--- src/hw/dspm_pkg.sv ---
// constants and types for the dual-subsystem parallel memory port
// assumes a 200 MHz pclk and an APB master with 32-bit data
package dspm_pkg;
  // register byte offsets
  localparam logic [7:0] OFF_PMODE = 8'h00;
  localparam logic [7:0] OFF_CMD = 8'h04;
  localparam logic [7:0] OFF_ADDR = 8'h08;
  localparam logic [7:0] OFF_WDATA = 8'h0c;
  localparam logic [7:0] OFF_RDATA = 8'h10;
  localparam logic [7:0] OFF_STATUS = 8'h14;
  localparam logic [7:0] OFF_HOSTIO = 8'h18;
  // processor_mode_reg fields
  localparam int PM_CYCLE_CLOCK_DISABLE_BIT = 0;
  localparam int PM_BOOT_BIT = 1;
  localparam int PM_WAIT_LSB = 4;
  localparam int WAIT_W = 4;
  localparam logic [3:0] PM_WAIT_RST = 4'h0;
  localparam logic [3:0] READY_MIN_WAIT = 4'h2;
  // command fields
  localparam int CMD_SPACE_LSB = 0;
  localparam int CMD_WRITE_BIT = 2;
  localparam int CMD_DMA_BIT = 3;
  localparam int CMD_SUB_BIT = 4;
  localparam logic [1:0] SP_PROG = 2'h0;
  localparam logic [1:0] SP_DATA = 2'h1;
  localparam logic [1:0] SP_IO = 2'h2;
  // status fields
  localparam int ST_BUSY_BIT = 0;
  localparam int ST_ERR_BIT = 1;
  localparam int ST_MODE_BIT = 2;
  localparam int ST_SUB_BIT = 3;
  localparam int ST_HDIR_BIT = 4;
  localparam int ST_HMUX_BIT = 5;
  // host-port pin control fields
  localparam int HIO_RDY_BIT = 0;
  localparam int HIO_VAL_BIT = 1;
  localparam int HIO_OUT_BIT = 2;
  localparam int HIO_TSEL_BIT = 3;
  // widths and depths
  localparam int EXT_AW = 18;
  localparam int EXT_DW = 16;
  localparam int DMAIO_DEPTH = 16;
  // machine cycle timing
  localparam int CLK_PERIOD_NS = 5;
  localparam int MCYC_NS = 20;
  localparam int MCYC_DIV = MCYC_NS / CLK_PERIOD_NS;
  localparam logic [1:0] MCYC_LAST = 2'(MCYC_DIV - 1);
  localparam logic [1:0] MCYC_HALF = 2'(MCYC_DIV / 2);
  typedef enum logic [1:0] {ST_IDLE, ST_WAIT, ST_DONE} dspm_state_t;
endpackage

--- src/hw/dspm_port.sv ---
// parallel memory port control shared by two subsystems, APB registers
// assumes pins synchronous to pclk; three-state pins resolved outside
`timescale 1ns/10ps
`default_nettype none
// How it works
// ready low stalls, resampled each machine cycle
// ready checked only with two or more waits
// external device raises ready when done
// direction output high except during writes
// host mode makes direction pin an input
// host mode drives ready pin as host ready
// io strobe only for CPU io accesses
// DMA io space is internal, CPU unreachable
// host mode turns io strobe into pin3
// select pin picks owning subsystem A/B
// select pin names host-reachable subsystem
// boot bit loaded from mode pins at reset
// output disable floats direction and io strobe
// machine clock falls at each cycle start
// clock disable bit or output disable floats clock
// port mode pin low host, high memory
// program/data selects follow access space
// memory strobes driven only in memory mode
// strobes released cycle after access completes
module dspm_port
  import dspm_pkg::*;
(
  input wire logic pclk,
  input wire logic presetn,
  input wire logic [7:0] paddr,
  input wire logic psel,
  input wire logic penable,
  input wire logic pwrite,
  input wire logic [31:0] pwdata,
  output logic pready,
  output logic [31:0] prdata,
  output logic pslverr,
  input wire logic port_mode_pin,
  input wire logic host_mux_select,
  input wire logic subsystem_select,
  input wire logic output_disable_n,
  input wire logic ready_in,
  output logic ready_out,
  output logic ready_oe_n,
  input wire logic dir_in,
  output logic dir_out,
  output logic dir_oe_n,
  input wire logic subsystem_a_pin3_io_in,
  output logic io_space_strobe_n,
  output logic io_space_strobe_oe_n,
  input wire logic subsystem_a_timer_output,
  output logic program_space_select_n,
  output logic data_space_select_n,
  output logic memory_strobe_n,
  output logic mem_ctl_oe_n,
  output logic [EXT_AW-1:0] ext_addr,
  output logic [EXT_DW-1:0] ext_wdata,
  output logic ext_data_oe_n,
  input wire logic [EXT_DW-1:0] ext_rdata,
  output logic machine_clock_output,
  output logic machine_clock_oe_n
);
  function automatic logic hit(input logic [7:0] a, input logic [7:0] off);
    return a == off;
  endfunction

  // arbitrary combination; mode pins pick on-chip or external boot
  function automatic logic boot_fn(input logic pm, input logic hm, input logic sel);
    return pm & (hm | ~sel);
  endfunction

  dspm_state_t st;
  dspm_state_t next_state;
  logic [WAIT_W-1:0] wcnt;
  logic [WAIT_W-1:0] next_wcnt;
  logic [WAIT_W-1:0] wait_cnt;
  logic clk_off;
  logic boot_mode;
  logic boot_loaded;
  logic host_rdy;
  logic pin3_val;
  logic pin3_out;
  logic pin3_tsel;
  logic err_own;
  logic [1:0] acc_space;
  logic acc_write;
  logic acc_dma;
  logic [EXT_AW-1:0] acc_addr;
  logic [EXT_DW-1:0] acc_wdata;
  logic [EXT_DW-1:0] acc_rdata;
  logic [1:0] mcnt;
  logic [EXT_DW-1:0] dmaio_mem [DMAIO_DEPTH];

  wire apb_acc = psel & penable & ~pready;
  wire wr_en = apb_acc & pwrite;
  wire ext_mode = port_mode_pin;
  wire mc_tick = mcnt == MCYC_LAST;
  wire [1:0] next_mcnt = mc_tick ? 2'h0 : mcnt + 2'h1;
  wire cmd_wr = wr_en & hit(paddr, OFF_CMD);
  wire [1:0] cmd_space = pwdata[CMD_SPACE_LSB +: 2];
  wire cmd_dmaio = pwdata[CMD_DMA_BIT] & (cmd_space == SP_IO);
  wire owner_ok = pwdata[CMD_SUB_BIT] == subsystem_select;
  wire can_go = (st == ST_IDLE) & owner_ok & (cmd_dmaio | ext_mode);
  wire launch_ext = cmd_wr & can_go & ~cmd_dmaio;
  wire launch_dmaio = cmd_wr & can_go & cmd_dmaio;
  wire refused = cmd_wr & ~can_go;
  wire chk_rdy = wait_cnt >= READY_MIN_WAIT;
  wire waits_done = wcnt >= wait_cnt;
  wire [3:0] dmaio_idx = acc_addr[3:0];
  wire next_active = next_state != ST_IDLE;
  wire [1:0] next_space = launch_ext ? cmd_space : acc_space;
  wire next_write = launch_ext ? pwdata[CMD_WRITE_BIT] : acc_write;
  wire mapped = (paddr[1:0] == 2'h0) && (paddr <= OFF_HOSTIO);
  wire pin3_drive = pin3_tsel ? subsystem_a_timer_output : pin3_val;
  wire [31:0] status_word = {26'h0, host_mux_select, dir_in, subsystem_select,
    port_mode_pin, err_own, st != ST_IDLE};
  wire [31:0] pmode_word = {24'h0, wait_cnt, 2'h0, boot_mode, clk_off};
  wire [31:0] hostio_word = {27'h0, subsystem_a_pin3_io_in, pin3_tsel, pin3_out,
    pin3_val, host_rdy};
  wire [31:0] read_mux =
    hit(paddr, OFF_PMODE) ? pmode_word :
    hit(paddr, OFF_CMD) ? {27'h0, subsystem_select, acc_dma, acc_write, acc_space} :
    hit(paddr, OFF_ADDR) ? {14'h0, acc_addr} :
    hit(paddr, OFF_WDATA) ? {16'h0, acc_wdata} :
    hit(paddr, OFF_RDATA) ? {16'h0, acc_rdata} :
    hit(paddr, OFF_STATUS) ? status_word :
    hit(paddr, OFF_HOSTIO) ? hostio_word : 32'h0;

  // access sequencer, paced by machine-cycle ticks
  always_comb
  begin
    next_state = st;
    next_wcnt = wcnt;
    unique case (st)
      ST_IDLE:
        if (launch_ext)
        begin
          next_state = ST_WAIT;
          next_wcnt = '0;
        end
      ST_WAIT:
        if (mc_tick)
        begin
          if (!waits_done)
            next_wcnt = wcnt + 4'h1;
          else if (!(chk_rdy && !ready_in))
            next_state = ST_DONE;
        end
      ST_DONE:
        if (mc_tick)
          next_state = ST_IDLE;
    endcase
  end

  always_ff @(posedge pclk or negedge presetn)
  begin
    if (!presetn)
    begin
      st <= ST_IDLE;
      wcnt <= '0;
      mcnt <= 2'h0;
      boot_loaded <= 1'b0;
      pready <= 1'b0;
      prdata <= 32'h0;
      pslverr <= 1'b0;
    end
    else
    begin
      st <= next_state;
      wcnt <= next_wcnt;
      mcnt <= next_mcnt;
      boot_loaded <= 1'b1; // straps taken at the first edge after release
      pready <= apb_acc; // one wait state on every transfer
      prdata <= (apb_acc && !pwrite) ? read_mux : 32'h0;
      pslverr <= apb_acc & ~mapped;
    end
  end

  always_ff @(posedge pclk or negedge presetn)
  begin
    if (!presetn)
    begin
      clk_off <= 1'b0;
      boot_mode <= 1'b0;
      wait_cnt <= PM_WAIT_RST;
      host_rdy <= 1'b0;
      pin3_val <= 1'b0;
      pin3_out <= 1'b0;
      pin3_tsel <= 1'b0;
      acc_addr <= '0;
      acc_wdata <= '0;
    end
    else
    begin
      if (!boot_loaded)
        boot_mode <= boot_fn(port_mode_pin, host_mux_select, subsystem_select);
      else if (wr_en && hit(paddr, OFF_PMODE))
        boot_mode <= pwdata[PM_BOOT_BIT];
      if (wr_en && hit(paddr, OFF_PMODE))
      begin
        clk_off <= pwdata[PM_CYCLE_CLOCK_DISABLE_BIT];
        wait_cnt <= pwdata[PM_WAIT_LSB +: WAIT_W];
      end
      if (wr_en && hit(paddr, OFF_HOSTIO))
      begin
        host_rdy <= pwdata[HIO_RDY_BIT];
        pin3_val <= pwdata[HIO_VAL_BIT];
        pin3_out <= pwdata[HIO_OUT_BIT];
        pin3_tsel <= pwdata[HIO_TSEL_BIT];
      end
      // address and data locked while an access runs
      if (wr_en && hit(paddr, OFF_ADDR) && st == ST_IDLE)
        acc_addr <= pwdata[EXT_AW-1:0];
      if (wr_en && hit(paddr, OFF_WDATA) && st == ST_IDLE)
        acc_wdata <= pwdata[EXT_DW-1:0];
    end
  end

  always_ff @(posedge pclk or negedge presetn)
  begin
    if (!presetn)
    begin
      acc_space <= SP_PROG;
      acc_write <= 1'b0;
      acc_dma <= 1'b0;
      acc_rdata <= '0;
      err_own <= 1'b0;
    end
    else
    begin
      if (launch_ext || launch_dmaio)
      begin
        acc_space <= cmd_space;
        acc_write <= pwdata[CMD_WRITE_BIT];
        acc_dma <= pwdata[CMD_DMA_BIT];
      end
      if (launch_dmaio && !pwdata[CMD_WRITE_BIT])
        acc_rdata <= dmaio_mem[dmaio_idx];
      else if (st == ST_WAIT && next_state == ST_DONE && !acc_write)
        acc_rdata <= ext_rdata;
      // a refusal in the clearing cycle still sets the flag
      if (refused)
        err_own <= 1'b1;
      else if (wr_en && hit(paddr, OFF_STATUS) && pwdata[ST_ERR_BIT])
        err_own <= 1'b0;
    end
  end

  // dedicated DMA io space, no pins involved
  always_ff @(posedge pclk)
  begin
    if (launch_dmaio && pwdata[CMD_WRITE_BIT])
      dmaio_mem[dmaio_idx] <= acc_wdata;
  end

  // pins, all registered; strobes, selects and direction from next-state values
  always_ff @(posedge pclk or negedge presetn)
  begin
    if (!presetn)
    begin
      program_space_select_n <= 1'b1;
      data_space_select_n <= 1'b1;
      memory_strobe_n <= 1'b1;
      mem_ctl_oe_n <= 1'b1;
      io_space_strobe_n <= 1'b1;
      io_space_strobe_oe_n <= 1'b1;
      dir_out <= 1'b1;
      dir_oe_n <= 1'b1;
      ready_out <= 1'b0;
      ready_oe_n <= 1'b1;
      ext_addr <= '0;
      ext_wdata <= '0;
      ext_data_oe_n <= 1'b1;
      machine_clock_output <= 1'b0;
      machine_clock_oe_n <= 1'b1;
    end
    else
    begin
      program_space_select_n <= ~(next_active & (next_space == SP_PROG));
      data_space_select_n <= ~(next_active & (next_space == SP_DATA));
      memory_strobe_n <= ~(next_active & (next_space != SP_IO));
      mem_ctl_oe_n <= ~ext_mode | ~output_disable_n;
      io_space_strobe_n <= ext_mode ? ~(next_active & (next_space == SP_IO)) : pin3_drive;
      io_space_strobe_oe_n <= ~output_disable_n | (~ext_mode & ~pin3_out);
      dir_out <= ~(next_active & next_write);
      dir_oe_n <= ~ext_mode | ~output_disable_n;
      ready_out <= host_rdy;
      ready_oe_n <= ext_mode | ~output_disable_n;
      ext_addr <= launch_ext ? acc_addr : ext_addr;
      ext_wdata <= launch_ext ? acc_wdata : ext_wdata;
      ext_data_oe_n <= ~(next_active & next_write & ext_mode);
      machine_clock_output <= next_mcnt >= MCYC_HALF;
      machine_clock_oe_n <= clk_off | ~output_disable_n;
    end
  end
endmodule
`default_nettype wire
--- config.mk ---
export PLATFORM = sky130hd
export DESIGN_NAME = dspm_port
export DESIGN_NICKNAME = d
export VERILOG_FILES = /design/src/hw/dspm_pkg.sv /design/src/hw/dspm_port.sv
export SDC_FILE = /design/constraint.sdc
export NUM_CORES = 1
export LEC_CHECK = 0
export ABC_CLOCK_PERIOD_IN_PS = 3900
export BUFFER_PORTS_ARGS = -buffer_cell sky130_fd_sc_hd__clkbuf_2
export CORE_MARGIN = 2
export CORE_UTILIZATION = 55
export CTS_BUF_LIST = sky130_fd_sc_hd__clkbuf_8
export CTS_CLUSTER_DIAMETER = 40
export DETAILED_ROUTE_END_ITERATION = 16
export PLACE_DENSITY_LB_ADDON = 0.25
export SLEW_MARGIN = 5
export SYNTH_ARGS = -nofsm -noshare
export SYNTH_HDL_FRONTEND = slang
export SYNTH_SLANG_ARGS = --single-unit
--- constraint.sdc ---
create_clock -name pclk -period 3.9 [get_ports pclk]
set_input_delay 0.195 -clock pclk [delete_from_list [all_inputs] [get_ports pclk]]
set_output_delay 0.195 -clock pclk [all_outputs]
set_load 0.03 [all_outputs]
### Yosys cells after proc, flatten, opt, wreduce, memory -nomap -nowiden

Memories as Yosys holds them, arrays and structs flattened.
Cells that the tools add are included.

| storage, ports and cells | value |
|---|---|
| bits in registers | 140 |
| RAM bits | 256 |
| input bits | 69 |
| output and inout bits | 81 |
| word-level logic and storage cells | 162 |
| memories kept | 1 |

Memory list:

| name | words | width | rd ports | clocked after memory_dff | write ports | RTL line | text |
|---|---|---|---|---|---|---|---|
| dmaio_mem | 16 | 16 | 1 | 0 | 1 | dspm_port.sv:92 | `logic [EXT_DW-1:0] dmaio_mem [DMAIO_DEPTH];` |

| operators by class | value |
|---|---|
| add/subtract/negate cells | 2 |
| $lt $le $gt $ge | 4 |
| equality and inequality tests | 19 |
| multiplexer cells | 31 |
| bitwise gates (word level) | 40 |
| reduce and logical (&&, ||, !) cells | 30 |

Operators by type and width:

| kind | number |
|---|---|
| 18-bit two-way mux | 4 |
| 16-bit two-way mux | 4 |
| 8-bit by 5-bit equality test with 1-bit output (second input constant) | 3 |
| 1-bit bitwise AND | 20 |
| 8-bit by 4-bit equality test with 1-bit output (second input constant) | 2 |
| 1-bit logical AND | 15 |
| 2-bit two-way mux | 7 |
| 1-bit NOT | 14 |
| 4-bit two-way mux | 3 |
| 2-bit equality test (second input constant) | 5 |
| 2-bit nonzero test | 5 |
| 1-bit two-way mux | 9 |
| 8-bit by 3-bit equality test with 1-bit output (second input constant) | 1 |
| 8-bit by 5-bit <= comparator with 1-bit output (second input constant) | 1 |
| 8-bit logical NOT | 1 |
| 2-bit inequality test (second input constant) | 4 |
| 4-bit one-hot mux with 2 select lines | 1 |
| 2-bit logical NOT | 3 |
| 6-bit two-way mux | 1 |
| 1-bit bitwise OR | 6 |
| 2-bit one-hot mux with 3 select lines | 1 |
| 5-bit two-way mux | 1 |
| 4-bit by 1-bit adder with 4-bit output (second input constant) | 1 |
| 2-bit by 1-bit equality test with 1-bit output (second input constant) | 2 |
| other kinds (9) | 12 |

### Depth between registers and ports, before layout

Gate-level depths: netlist of run 1.

| depth | value |
|---|---|
| word-level depth | 13 |
| depth in mapped cells | 9 |
| depth with buffers taken out | 7 |

### Worst setup path before layout of run 1

Ideal clock, no wire load.

| timing path | value |
|---|---|
| path kind | reg-to-reg |
| start point | register pready |
| end point | memory dmaio_mem[0][0] (enable) |
| arrival | 2922 ps |
| data required time | 3491 ps |
| setup slack | 569 ps |
| stages on the path, launching flop included | 8 |
| buffers on the path | 1 |
| cells stage by stage | dfrtp_1 nand3b_1 clkinv_1 and4_1 buf_2 and4_1 or3b_1 nor3_1 |

| on the way | value |
|---|---|
| cells in the longest elaborated chain, start to end | 9 |

RTL lines:

| what | RTL line | text |
|---|---|---|
| start, declared | dspm_port.sv:35 | `output logic pready,` |
| start signal, assigned | dspm_port.sv:173 | `pready <= apb_acc;` |
| 1-bit NOT | dspm_port.sv:94 | `wire apb_acc = psel & penable & ~pready;` |
| 1-bit bitwise AND | dspm_port.sv:94 |  |
| net apb_acc | dspm_port.sv:94 |  |
| 1-bit bitwise AND | dspm_port.sv:95 | `wire wr_en = apb_acc & pwrite;` |
| 1-bit bitwise AND | dspm_port.sv:99 | `wire cmd_wr = wr_en & hit(paddr, OFF_CMD);` |
| 1-bit bitwise AND (2 in a row) | dspm_port.sv:105 | `wire launch_dmaio = cmd_wr & can_go & cmd_dmaio;` |
| 1-bit logical AND | dspm_port.sv:252 | `if (launch_dmaio && pwdata[CMD_WRITE_BIT])` |
| 1-bit two-way mux | dspm_port.sv:252 |  |
| 1-bit two-way mux (not written as such) | dspm_port.sv:253 | `dmaio_mem[dmaio_idx] <= acc_wdata;` |
| end, declared | dspm_port.sv:92 |  |

The timed path passes the listed nets, and every way through them passes these cells.

### Worst setup path after layout of run 1

| timing path | value |
|---|---|
| start point | register pready |
| end point | memory dmaio_mem[6][12] (enable) |

The elaborated chain is that of the path after synthesis.

==> results of run 1 <==
[sequential cells by signal, indices dropped and copies added (netlist names), 2 cells and up]
signal     count
ext_wdata     16
ext_addr      18
wait_cnt       4
wcnt           4
prdata        18
st             2
acc_space      2
acc_wdata     16
acc_rdata     16
dmaio_mem    256
acc_addr      18
[final cells by class]
type | instances | share of cell area
Timing Repair Buffer | 202 | 0.07244
Inverter | 16 | 0.003205
Multi-Input combinational cell | 453 | 0.2442
Clock inverter | 36 | 0.009281
Sequential cell | 395 | 0.5968
Clock buffer | 66 | 0.04847
Tap cell | 384 | 0.02564
[routing by layer]
layer | share of wire | global-route usage
met1 | 0.41 | 0.3414
met2 | 0.50 | 0.4045
met3 | 0.065 | 0.03851
met4 | 0.022 | 0.07882
met5 | 0 | 0
[stage by stage]
stage                       util  cells
after floorplan                -    929
after global routing      0.6511   1552
after CTS                 0.6511   1552
after global placement    0.5979   1405
final                     0.6511   1552
after detailed placement  0.5979   1405
[worst register-to-register path, delay by kind of cell (launching register included)]
| kind | cells | cell delay, ps |
|---|---|---|
| flip-flops | 1 | 370 |
| AND/OR/NAND/NOR | 5 | 1710 |
| buffers and inverters | 3 | 1090 |
[final timing paths]
| path | slack, ps | cells past startpoint | from | end |
|---|---|---|---|---|
| min in group asynchronous | 210 | 2 | presetn | st[1]$_DFF_PN0_ |
| worst min-delay path | 30 | 4 | subsystem_select | boot_mode$_DFFE_PN0P_ |
| max in group asynchronous | 2740 | 3 | presetn | ext_addr[17]$_DFFE_PN0P_ |
| worst max-delay path | 390 | 8 | pready$_DFF_PN0_ | dmaio_mem[6][12]$_DFFE_PP_ |
| worst max register to register | 390 | 8 | pready$_DFF_PN0_ | dmaio_mem[6][12]$_DFFE_PP_ |
| worst min register to register | 430 | 1 | boot_loaded$_DFF_PN0_ | boot_mode$_DFFE_PN0P_ |
[power groups by stage]
stage / Clock [uW] / Combinational, uW / Sequential (uW)
2_1_floorplan: 0 / 122 / 4560
6_report: 3120 / 250 / 4490
5_1_grt: 3340 / 274 / 4490
4_1_cts: 3160 / 250 / 4490
3_5_place_dp: 0 / 213 / 4570
3_3_place_gp: 0 / 209 / 4570
[cells in the final DEF, fill, tap and decap left out, types with 10 or more instances in the layout]
master,instances
a21oi_1,31
a222oi_1,10
a31oi_1,17
and3_1,10
buf_4,34
clkbuf_2,120
clkbuf_8,66
clkinv_1,11
conb_1,15
dfrtp_1,127
dfstp_2,10
dlygate4sd3_1,45
edfxtp_1,256
inv_1,31
mux2_1,25
mux2_2,62
mux4_2,80
nand2_1,15
nand2b_1,10
nand3_1,10
nor2_1,45
o21ai_0,26
[Yosys cell counts (all sizes together) (11+ instances only)]
library cell	count
dfrtp	129
o21ai	26
mux2	87
buf	39
inv	15
edfxtp	256
nand2	15
a31oi	17
clkbuf	26
a21oi	31
nor2	46
and3	11
mux4	80
[kinds of logic after synthesis]
group / count (synthesis)
AOI/OAI and AO/OA: 113
xor gates and xnor gates: 2
adders and majority gates: 9
buffers and inverters: 81
DFF: 395
muxes: 175
other: 2
and+or+nand+nor: 139
==> results.toml, run 1 <==
[status]
outcome = "finished, final reports clean"

[grt]
first_global_vias = 9468
grt_max_degree = 103
grt_use_total = 0.2458
overflow = 0
antenna_found_initial = 0
grt_pass1_wl_um = 56550

[logic_synthesis]
yosys_warnings = 0
ys_ff_latch = 395
synth_edf_count = 256
synth_adder_area_share = 0.006993
synth_mux_area_frac = 0.1777
synthSimpleGateAreaFrac = 0.04786
mappedNetlistArea_um2 = 16100
ys_types = 62
synth.yosys.seq_area_share = 0.6942
yosysTopAreaCellShare = 0.4774
ys.flop_type = "edfxtp_1"
async_flop_share = 0.3519
synth_top_family_by_area = "multiplexers"
avgSynthCellArea_um2 = 17.58
synthTopCellsByArea = "edfxtp_1 48%, dfrtp_1 20%, mux4_2 11%"
synth_top_area_cell = "edfxtp_1"
postSynthCellCount = 916
synth_compound_area_frac = 0.04569
synth_xor_area_frac = 0.001088

[die]
rows = 62
dieArea_um2 = 30660
io_pins = 150
initial_utilization = 0.5595
die_h_um = 175.1
chipWidth_um = 175.1
coreArea_um2 = 28780

[clocking]
h-tree-depth = 2
cts_buffers = 61
clk_path_buf_depth = 3
path_clk_slew_ps = 60
ctsHoldBuffers = 45
clock-root-buffer = "clkbuf_8"
clk_latency_ps = 630
cts-resized-gates = 0
tritoncts = "done"
post_cts_buffers = 0
cts_num_sinks = 395

[placed_design]
io_buffers = 121
place_hpwl_um = 23640
place.gp.congestion = 0.8244
placed_cell_area_um2 = 17210
place_ws_ps = 718.3

[routing]
ant_nets = 0
drt_pass1_iterations = 6
wl_per_cell_um = 23.86
vias = 9291
vias_per_cell = 5.986
drc_errors = 0
drt-initial-drc-count = 721
routed_wl_um = 37030

[power_and_ir_drop]
seq_power_share = 0.571
clkPwrFrac = 0.397
swShare = 0.2220
finalPower_uw = 7853
p_leak_uw = 0.007786
internal_power_uw = 6110
p_sw_uw = 1744
pwr-share-comb = 0.032
ir_drop_uv = 516.5
pwr_density_cell_nw_per_um2 = 419.1

[setup_path]
critPathTopFamily = "simple AND/OR/NAND/NOR gates"
crit_fanout = 11
path_buf_inv = 3
worstSetupPathType = "reg2reg"
cp.arrival_ps = 3810
start_kind = "flop"
crit_required_ps = 4210
slowest_stage = "dlygate4sd3_1"
crit_chain = "nand3b_1 > dlygate4sd3_1 > clkinv_1 > and4_1 > and4_1 > nand3b_1 > nor2_1 > buf_4"
max_stage_delay_ps = 590
worst_setup_path_end_kind = "flop"

[timing]
fin_worst_hold_slack_ps = 26.80
clock_skew_ps = 41.86
finalHoldViolCount = 0
setup-violations-final = 0
post-route-period-util = 0.8997
timing.slew.headroom = 0.3499
rsz0062_at_grt = "false"
finalSetupTns_ps = 0
worst_pin_slew_ps = 975.1
max_freq_mhz = 285.0
period_minus_slack_ps = 3509
worst_slack_ps = 391.1
slew_violations = 0

[cells_and_area]
multi_input_area_um2 = 4576
area_growth_pct = 16.37
final_area_um2 = 18740
fin_nets = 1207
drive_above_1_share = 0.3433
n_antenna_cell = 0
seq_area_um2 = 11180
fill_cells = 1966

[run]
cap_viol_max_count = 0

[worst_hold_path]
hp-class = "in2reg"
(Power assumes the default switching activity.)
==> run 2: changes to the inputs <==
Settings changed: CORE_MARGIN 2 to 3.
==> run 2 against run 1 <==
Against the previous run:
- critical endpoint is now dmaio_mem[5][14]$_DFFE_PP_
- highest routed layer unchanged
- sequential cell count unchanged
- clock power up 12%
- first-iteration DRC count up 27%
- power up 4.8%
- largest cell class unchanged
- global-route usage down 0.78 points
- core utilization up 0.75 points
==> results.toml, run 2 (synthesis results as in run 1) <==
[timing]
finalSetupTns_ps = 0
period_minus_slack_ps = 3521
rsz0062_at_grt = "false"
max_freq_mhz = 284.0
post-route-period-util = 0.9028
worst_slack_ps = 379.0
timing.slew.headroom = 0.3579
slew_violations = 0
clock_skew_ps = 27.87
worst_pin_slew_ps = 963.1
setup-violations-final = 0
finalHoldViolCount = 0

[setup_path]
start_kind = "flop"
cp.arrival_ps = 3820
crit_required_ps = 4200
worst_setup_path_end_kind = "flop"
worstSetupPathType = "reg2reg"
ff2ff_setup_slack_ps = 380
reg2reg_to = "dmaio_mem[5][14]$_DFFE_PP_"
crit_fanout = 9
r2r-start = "pready$_DFF_PN0_"
worstRegToRegCells = 8

[routing]
vias = 9337
routed_wl_um = 36370
drt_pass1_iterations = 7
wl_per_cell_um = 23.12
drt-initial-drc-count = 918
drc_errors = 0
vias_per_cell = 5.936
ant_nets = 0

[grt]
grt_use_total = 0.2380
antenna_found_initial = 0
grt_max_degree = 94
overflow = 0
grt_pass1_wl_um = 55970
first_global_vias = 9602

[cells_and_area]
largest_reg_flops = 256
area_growth_pct = 17.72
final_cell_mix = "256 x edfxtp_1, 127 x dfrtp_1, 120 x clkbuf_2, 80 x mux4_2, 70 x clkbuf_8"
regMostFlops = "dmaio_mem"
drive_above_1_share = 0.3549
utilization = 0.6586
fill_cells = 1931
final_common_cell = "edfxtp_1"
fin_nets = 1220
n_antenna_cell = 0

[die]
coreArea_um2 = 28780
rows = 62
dieArea_um2 = 31370
die_h_um = 177.1
chipWidth_um = 177.1
initial_utilization = 0.5595
io_pins = 150

[power_and_ir_drop]
ir_drop_uv = 349.8
finalPower_uw = 8230
pwr_density_cell_nw_per_um2 = 434.1
p_leak_uw = 0.007907

[status]
outcome = "finished, final reports clean"

[worst_hold_path]
min_to = "boot_mode$_DFFE_PN0P_"
hold_path_depth = 4
hold_start = "host_mux_select"
hp-class = "in2reg"

[clocking]
clock-root-buffer = "clkbuf_8"
cts-resized-gates = 0
clk_latency_ps = 600
clk_path_buf_depth = 3
h-tree-depth = 3
cts_num_sinks = 395
cts_buffers = 66
tritoncts = "done"
path_clk_slew_ps = 60

[run]
cap_viol_max_count = 0

[placed_design]
place.gp.congestion = 0.8373
place_ws_ps = 766.8
place_hpwl_um = 23680
io_buffers = 121
## run 2: worst max-delay path, stage by stage, from the launching register on
cell,delay (ps)
dfrtp_1,370
nand3b_1,160
dlygate4sd3_1,590
clkinv_1,150
and4_1,380
and4_1,400
nand3b_1,200
nor2_1,670
buf_4,290
## run 2: final cells by class
class | instances | area (um^2) | share of cell area
Clock inverter | 45 | 305.3 | 0.01611
Tap cell | 384 | 480.5 | 0.02535
Inverter | 16 | 60.06 | 0.003168
Timing Repair Buffer | 210 | 1388 | 0.07320
Clock buffer | 70 | 963.4 | 0.05083
Sequential cell | 395 | 11180 | 0.5900
Multi-Input combinational cell | 453 | 4576 | 0.2414
## run 2: timing repair
item                      4_1_cts  5_1_grt
hold buffers                   43        0
buffers inserted                0        0
hold endpoints to repair      146        0
## run 2: worst max-delay path by stage
stage                                 from                          to  slack (ps)
after floorplan           pready$_DFF_PN0_   dmaio_mem[0][0]$_DFFE_PP_         570
after global placement     st[0]$_DFF_PN0_   dmaio_mem[7][9]$_DFFE_PP_         790
after detailed placement   st[0]$_DFF_PN0_  dmaio_mem[5][11]$_DFFE_PP_         770
after CTS                 pready$_DFF_PN0_  dmaio_mem[5][14]$_DFFE_PP_         390
after global routing      pready$_DFF_PN0_   dmaio_mem[5][6]$_DFFE_PP_         190
final                     pready$_DFF_PN0_  dmaio_mem[5][14]$_DFFE_PP_         380
## run 2: stage by stage
| step | instance area [um^2] | cells | hold WS (ps) |
|---|---|---|---|
| after detailed placement | 17260 | 1415 | 326.4 |
| final | 18960 | 1573 | 32.48 |
| after floorplan | 16150 | 929 | -100.6 |
| after global routing | 18960 | 1573 | 36.52 |
| after global placement | 17260 | 1415 | 323.1 |
| after CTS | 18960 | 1573 | 6.454 |
## run 2: report_power, final
group	switching [uW]	internal (uW)	total, uW
logic	148	102	250
registers	30.2	4460	4490
clock network	1660	1830	3490
## run 2: routing by layer
metal  track usage  vias up  wire, um
met5             0        -         0
met4       0.08805        0      1132
met3       0.04912       92      2404
met2        0.3736      415     17880
met1        0.3349     4765     14960
li1              -     4065         -
